--- src/hdl/csl_consts.vh ---
/*
 * Shared constants of the channel sync loss monitor.
 * Assumes it is included by bare name from design files.
 */
`ifndef CSL_CONSTS_VH
`define CSL_CONSTS_VH

// codewords per codeblock
`define CSL_BLOCK_WORDS 4
`define CSL_WCNT_W 2
// delimiters needed to regain sync
`define CSL_DELIM_NEED 2
`define CSL_DCNT_W 2

// one-hot state codes
`define CSL_ST_A 5'h01
`define CSL_ST_B 5'h02
`define CSL_ST_C 5'h04
`define CSL_ST_D 5'h08
`define CSL_ST_E 5'h10

`endif

--- src/hdl/csl_block_check.v ---
/*
 * Codeblock grouping: folds code-violation flags of consecutive
 * codewords into one verdict per completed codeblock.
 * Assumes one word_valid per decoded codeword on sys_clk.
 */
`timescale 1ns/10ps
`include "csl_consts.vh"

module csl_block_check #(
   parameter WORDS = `CSL_BLOCK_WORDS,
   parameter CW = `CSL_WCNT_W
) (
   // clock and reset
   input wire sys_clk,
   input wire resetn,
   // codeword stream
   input wire word_valid,
   input wire word_err,
   // per-block verdict
   output reg blk_done_q,
   output reg blk_bad_q
);

   reg [CW-1:0] wcnt_q;
   reg err_acc_q;
   wire last_word = (wcnt_q == WORDS[CW-1:0] - {{(CW-1){1'b0}}, 1'b1});

   always @(posedge sys_clk or negedge resetn) begin
      if (!resetn) begin
         wcnt_q <= {CW{1'b0}};
         err_acc_q <= 1'b0;
         blk_done_q <= 1'b0;
         blk_bad_q <= 1'b0;
      end else begin
         blk_done_q <= 1'b0;
         if (word_valid) begin
            if (last_word) begin
               wcnt_q <= {CW{1'b0}};
               err_acc_q <= 1'b0;
               blk_done_q <= 1'b1;
               blk_bad_q <= err_acc_q | word_err;
            end else begin
               wcnt_q <= wcnt_q + {{(CW-1){1'b0}}, 1'b1};
               err_acc_q <= err_acc_q | word_err;
            end
         end
      end
   end

endmodule

--- src/hdl/csl_monitor.v ---
/*
 * Channel sync loss monitor: five-state machine driven by codeblock
 * verdicts and frame delimiter pulses, giving a loss-of-sync status.
 * The codeword grouping lives in csl_block_check; this file holds
 * the state machine, the delimiter counter and the status flop.
 *
 * Assumes decoder and delimiter detector run on sys_clk, so their
 * outputs are used without synchronisers.
 * Assumes word_valid is high for one cycle per decoded codeword and
 * word_err is only meaningful while word_valid is high.
 * Assumes delim_pulse is a one-cycle pulse per recognised delimiter.
 * Grouping into codeblocks starts at reset and never realigns, so
 * the source must keep codeword boundaries from reset onward.
 * Latency: the fourth codeword of a block taken at edge N shows in
 * sync_state_q and loss_of_sync_status at edge N+1.
 * Delimiters outside state E are ignored; a bad block in the same
 * cycle as a delimiter discards that delimiter.
 * After reset the machine sits in E with the status raised.
 * Limitation: a lost codeword shifts every later block boundary;
 * the machine then sees bad blocks and falls to E, which is the
 * intended reaction to a misaligned lane.
 * Trade-off: at least four bad blocks are needed before the status
 * rises, so short error bursts are ridden out while a dead channel
 * is still flagged within sixteen codewords plus one cycle.
 * Reacquisition needs two delimiters in a row with no bad block in
 * between; the count restarts on every entry to E.
 * The state code is one-hot; a stray code is treated as lost sync.
 * State codes: A=01, B=02, C=04, D=08, E=10 in hex.
 * Inputs: word_valid, word_err, delim_pulse, all on sys_clk.
 * Outputs: loss_of_sync_status and the one-hot sync_state_q.
 * Reset is asynchronous and active low on resetn.
 * All outputs come straight from flip-flops.
 * No registers are reachable by software.
 */
// How it works
// - Group codewords into four-word codeblocks, judge each.
// - Any code violation makes the codeblock invalid.
// - Valid codeblocks keep the machine in state A.
// - Each invalid codeblock steps A toward E.
// - Valid codeblock in B, C, D steps back.
// - Entering E raises the loss-of-sync status.
// - Two clean delimiters in E return to A.
// - After reset start in E, status raised.
// - Block-based counting: fast, yet tolerant of bursts.
`timescale 1ns/10ps
`include "csl_consts.vh"

module csl_monitor #(
   parameter DELIM_NEED = `CSL_DELIM_NEED
) (
   // clock and reset
   input wire sys_clk,
   input wire resetn,
   // from the decoder, once per codeword
   input wire word_valid,
   input wire word_err,
   // from the delimiter detector, one-cycle pulse
   input wire delim_pulse,
   // status
   output reg loss_of_sync_status,
   output reg [4:0] sync_state_q
);

   localparam [4:0] ST_A = `CSL_ST_A;
   localparam [4:0] ST_B = `CSL_ST_B;
   localparam [4:0] ST_C = `CSL_ST_C;
   localparam [4:0] ST_D = `CSL_ST_D;
   localparam [4:0] ST_E = `CSL_ST_E;

   localparam DW = `CSL_DCNT_W;
   localparam [DW-1:0] DCNT_ZERO = {DW{1'b0}};
   localparam [DW-1:0] DCNT_ONE = {{(DW-1){1'b0}}, 1'b1};
   // last count before the delimiter that completes reacquisition
   localparam [DW-1:0] DCNT_LAST = DELIM_NEED[DW-1:0] - DCNT_ONE;

   wire blk_done;
   wire blk_bad;
   reg [4:0] state_d;
   reg [`CSL_DCNT_W-1:0] dcnt_q;
   reg [`CSL_DCNT_W-1:0] dcnt_d;

   csl_block_check u_blk (
      .sys_clk(sys_clk),
      .resetn(resetn),
      .word_valid(word_valid),
      .word_err(word_err),
      .blk_done_q(blk_done),
      .blk_bad_q(blk_bad)
   );

   wire bad_blk = blk_done & blk_bad;
   wire good_blk = blk_done & ~blk_bad;
   wire delim_last = (dcnt_q == DCNT_LAST);

   // one compare per state code
   wire [4:0] st_hit;
   genvar g;
   generate
      for (g = 0; g < 5; g = g + 1) begin : g_hit
         assign st_hit[g] = (sync_state_q == (5'h01 << g));
      end
   endgenerate

   wire in_d = st_hit[3];
   wire in_e = st_hit[4];
   // anything but a single known code counts as stray
   wire st_legal = |st_hit;

   // bad block wins over a delimiter in the same cycle
   wire delim_drop = in_e & bad_blk;
   wire delim_take = in_e & delim_pulse & ~bad_blk;
   wire reacquire = delim_take & delim_last;
   wire enter_e = in_d & bad_blk;
   reg status_d;

   // counting whole blocks rides out bursts but reacts within
   // four blocks to a dead channel
   always @* begin
      state_d = sync_state_q;
      case (sync_state_q)
         ST_A: begin
            if (bad_blk) begin
               state_d = ST_B;
            end else begin
               state_d = ST_A;
            end
         end
         ST_B: begin
            if (bad_blk) begin
               state_d = ST_C;
            end else if (good_blk) begin
               state_d = ST_A;
            end else begin
               state_d = ST_B;
            end
         end
         ST_C: begin
            if (bad_blk) begin
               state_d = ST_D;
            end else if (good_blk) begin
               state_d = ST_B;
            end else begin
               state_d = ST_C;
            end
         end
         ST_D: begin
            if (enter_e) begin
               state_d = ST_E;
            end else if (good_blk) begin
               state_d = ST_C;
            end else begin
               state_d = ST_D;
            end
         end
         ST_E: begin
            if (delim_drop) begin
               state_d = ST_E;
            end else if (reacquire) begin
               state_d = ST_A;
            end else begin
               state_d = ST_E;
            end
         end
         default: begin
            // stray code: fall back to lost sync
            state_d = ST_E;
         end
      endcase
   end

   // delimiters count only in E; entry to E restarts the count
   always @* begin
      dcnt_d = dcnt_q;
      if (enter_e || !st_legal) begin
         dcnt_d = DCNT_ZERO;
      end else if (delim_drop) begin
         dcnt_d = DCNT_ZERO;
      end else if (reacquire) begin
         dcnt_d = DCNT_ZERO;
      end else if (delim_take) begin
         dcnt_d = dcnt_q + DCNT_ONE;
      end else begin
         dcnt_d = dcnt_q;
      end
   end

   // status follows the next state so it rises with entry to E
   always @* begin
      status_d = (state_d == ST_E);
   end

   // state register
   always @(posedge sys_clk or negedge resetn) begin
      if (!resetn) begin
         sync_state_q <= ST_E;
      end else begin
         sync_state_q <= state_d;
      end
   end

   // delimiter counter
   always @(posedge sys_clk or negedge resetn) begin
      if (!resetn) begin
         dcnt_q <= DCNT_ZERO;
      end else begin
         dcnt_q <= dcnt_d;
      end
   end

   // status raised out of reset until reacquired
   always @(posedge sys_clk or negedge resetn) begin
      if (!resetn) begin
         loss_of_sync_status <= 1'b1;
      end else begin
         loss_of_sync_status <= status_d;
      end
   end

endmodule
--- config.mk ---
export PLATFORM = sky130hd
export DESIGN_NAME = csl_monitor
export DESIGN_NICKNAME = d
export VERILOG_FILES = /design/src/hdl/csl_block_check.v /design/src/hdl/csl_monitor.v
export VERILOG_INCLUDE_DIRS = /design/src /design/src/hdl
export SDC_FILE = /design/constraint.sdc
export NUM_CORES = 1
export LEC_CHECK = 0
export BUFFER_PORTS_ARGS = -buffer_cell sky130_fd_sc_hd__buf_2
export CAP_MARGIN = 20
export CORE_ASPECT_RATIO = 1.4
export CORE_MARGIN = 3
export CORE_UTILIZATION = 36
export CTS_BUF_LIST = sky130_fd_sc_hd__clkbuf_16
export DETAILED_ROUTE_END_ITERATION = 16
export PLACE_DENSITY = 0.57
export SYNTH_ARGS = -nofsm -noshare
export SYNTH_HDL_FRONTEND = slang
export SYNTH_SLANG_ARGS = --single-unit
--- constraint.sdc ---
create_clock -name sys_clk -period 1.5 [get_ports sys_clk]
set_input_delay 0 -clock sys_clk [delete_from_list [all_inputs] [get_ports sys_clk]]
set_output_delay 0 -clock sys_clk [all_outputs]
set_load 0.01 [all_outputs]
==> metrics.md <==
| Metric | Value |
|---|---|
| Footprint of the multi-input gates | 342 µm² |
| Cell area after placement | 776 µm² |
| Final Cell Area | 873 µm² |
| Met3 wire len | 60 µm |
| Initial detailed-routing violation count | 6 |
| Critical path peak fanout | 6 |
| CTS H-tree lvls | 1 |
| Post-Syn Nets | 72 |
| Layout fillers | 163 |
| Via Count | 576 |
| Max-cap violations | 0 |
| Reg area | between 300 and 400 µm² |
| Total Wirelength | 1320 µm |
| Status | completed |
| Post-synthesis sequential area ratio | 49.3% |
| Max-slew violation count | 0 |
| Syn_area_per_cell | 10.1 µm² |
| Fraction of registers with async set/reset | 100% |
| DP Worst Slack | 0.0747 ns |
| Non-Filler Instances | 105 |
| Hold Path Class | primary input to flop |
| Antenna Cells | 0 |
| Pwr dens | 1890 mW/mm² |
| Max IR drop VDD | 1.03 mV |
| GPL Wtd Cong | 0.811 |
| CP peak stage delay | approximately 0.57 ns |
| Placed cell count | 100 |
| Clk_lat worst skew | 0.24 ns |
| Synth-to-Final Area Change | 31.5% |
| Share of cells above drive strength 1 | 29.1% |
| Avg WL per Cell | about 13 µm |
| Routed met1 length | 521 µm |
| Worst path arrival time | 1.60 ns |
| CTS tree | built |
| Worst setup margin | 0.0691 ns |
| Dpl hpwl | between 900 and 1000 µm |
| Layout Utilization | between 50% and 60% |
| Max_slew headroom | 73.6% |
| Final Skew | 0.00507 ns |
| Vias in the first global route | 541 |
| Antenna-violating nets left | 0 |
| Total CTS buffers | 3 |
| Site row count | 17 |
| Synth unique cells | 28 |
| Die Area | 0.00240 mm² |
| Reg clk slew, reported paths | 0.04 ns |
| Clk sinks | 13 |
| Largest net degree at the start of global routing | 14 |
| Most common cell after layout, fill and taps aside | dfrtp_1 |
| Syn Inst Count | 66 |
| Drt drc | 0 |
| # setup viols final | 0 |
| Worst-Margin Slew | 0.394 ns |
| Critical path class | flop to flop |
| Endpoint class of the critical path | flop |
| Initial antenna violation count | 0 |
| Static leakage | 0.444 nW |
| Remaining global-route overflow | 0 |
| Post-synth EDFFs | 0 |
| Worst path required time | between 1.5 and 2 ns |
| Top routing layer in use | met4 |
| Clock buffer depth | 2 |
| Global-route wire length before repair | 2240 µm |
| Post-layout min period | 1.43 ns |
| Detailed Routing Iterations Pass 1 | 6 |
| Yosys Warn Count | 0 |
| Synthesized cell area | 664 µm² |
| #FFs+latches synth | 13 |
| Core Box Area | around 0.0017 mm² |
| Peak Freq | 699 MHz |
| Initial Utilization | 40.0% |
| Root buffer cell | clkbuf_16 |
| Startpoint Class | flop |
| Commonest cells after routing, fill and taps aside | dfrtp_1 (11), nor2_1 (10), buf_2 (10) |
| Total negative slack | 0 ns |
| Critical-path cell with the highest stage delay | dfstp_2 |
| Final net count | 93 |
| Number of I/O pins | 11 |
| Via-to-Cell Ratio | about 5.5 |
| RSZ-0062 raised after global routing | no |
| Aggregate global-route resource usage | 12.7% |
| Crit-path cells | xor2_1, o21ai_2, o311ai_4, a21bo_1 |
| Port Buffers | 10 |
| Wire length on met2 | 676 µm |
| CP delay by family, top | compound AO/OA/AOI/OAI gates |
| Die Ht | 56.8 µm |
| Hold Fails Final Rpt | 0 |
| Main flop type after synthesis | dfrtp_1 |
| Die W | 42.3 µm |
| Buf+Inv Stages, Crit Path | 0 |
| Final period util | 95.4% |
## path summary, 6_finish.rpt
kind / start / end / cells after the start / slack, ns
max: sync_state_q[4] / sync_state_q[4] / 4 / 0.07
min: word_err / u_blk.err_acc_q / 3 / 0.02
max reg2reg: sync_state_q[4] / sync_state_q[4] / 4 / 0.07
min reg2reg: u_blk.err_acc_q / u_blk.err_acc_q / 2 / 0.50
max in group asynchronous: resetn / loss_of_sync_status / 2 / 1.05
min in group asynchronous: resetn / dcnt_q[1] / 2 / 0.17
## synthesized netlist by cell type, types with 2 or more instances
library cell  number  area (µm²)
nand3_1            5        25.0
a21o_1             2        15.0
nor2_1            10        37.5
dfrtp_1           11         275
mux2_2             2        22.5
o21ai_0            4        20.0
a21oi_1            3        15.0
nor2b_1            2        12.5
a21bo_1            2        20.0
nand2_1            5        18.8
nor3_1             2        10.0
dfstp_2            2        52.6
## cell type report
type,instances,share of cell area (%)
flip-flops and latches,13,37.5
inverters,1,0.430
clock buffers,3,8.60
well taps,19,2.72
repair buffers,16,11.2
clock inverters,1,0.430
multi-input cells,52,39.1
## per-stage QoR
step | hold slack [ns] | total power, mW
2_1_floorplan | -0.296 | 0.961
3_3_place_gp | -0.0984 | 1.13
3_5_place_dp | -0.103 | 1.15
4_1_cts | 0.0177 | 1.66
5_1_grt | 0.0501 | 1.78
6_report | 0.0184 | 1.65
## cell families (layout without fill, tap and decap cells)
logic type | after synthesis | in the layout | synth area share, %
XOR/XNOR | 1 | 1 | 1.32
flip-flops | 13 | 13 | 49.3
buffers and inverters | 1 | 21 | 0.564
multiplexers | 2 | 2 | 3.39
AO/OA/AOI/OAI | 19 | 19 | 22.4
AND/OR/NAND/NOR | 29 | 29 | 21.1
adder cells (fa/ha/maj) | 1 | 1 | 1.88
## worst reg2reg max path: cells and delay by family (launching register included)
family,cells,cell delay [ns]
xor+xnor,1,0.18
flops,1,0.57
compound gates,3,0.62
## routing by layer
metal | GRT usage (%) | vias up
met2 | 22.2 | 18
met4 | 12.0 | 0
met5 | 0 | -
li1 | - | 279
met3 | 1.92 | 5
met1 | 12.0 | 274
## sequential cells by signal (all words and copies together), names as in the netlist
signal               cells
loss_of_sync_status      1
u_blk.err_acc_q          1
dcnt_q                   2
u_blk.blk_done_q         1
u_blk.blk_bad_q          1
sync_state_q             5
u_blk.wcnt_q             2
## what timing repair did
item / CTS / global route
hold buffers: 1 / 0
buffers inserted: 0 / 0
endpoints found under the hold margin: 13 / 0
endpoints found under the setup margin: 0 / 2
gates resized for setup: 0 / 3
## where the power goes
| group | total [mW] | internal (mW) | switching (mW) | leakage (nW) |
|---|---|---|---|---|
| combinational | 0.599 | 0.302 | 0.298 | 0.241 |
| sequential | 0.560 | 0.480 | 0.0798 | 0.161 |
| clock | 0.492 | 0.351 | 0.141 | 0.0423 |
Note: power is estimated with default switching activity, not from simulation.
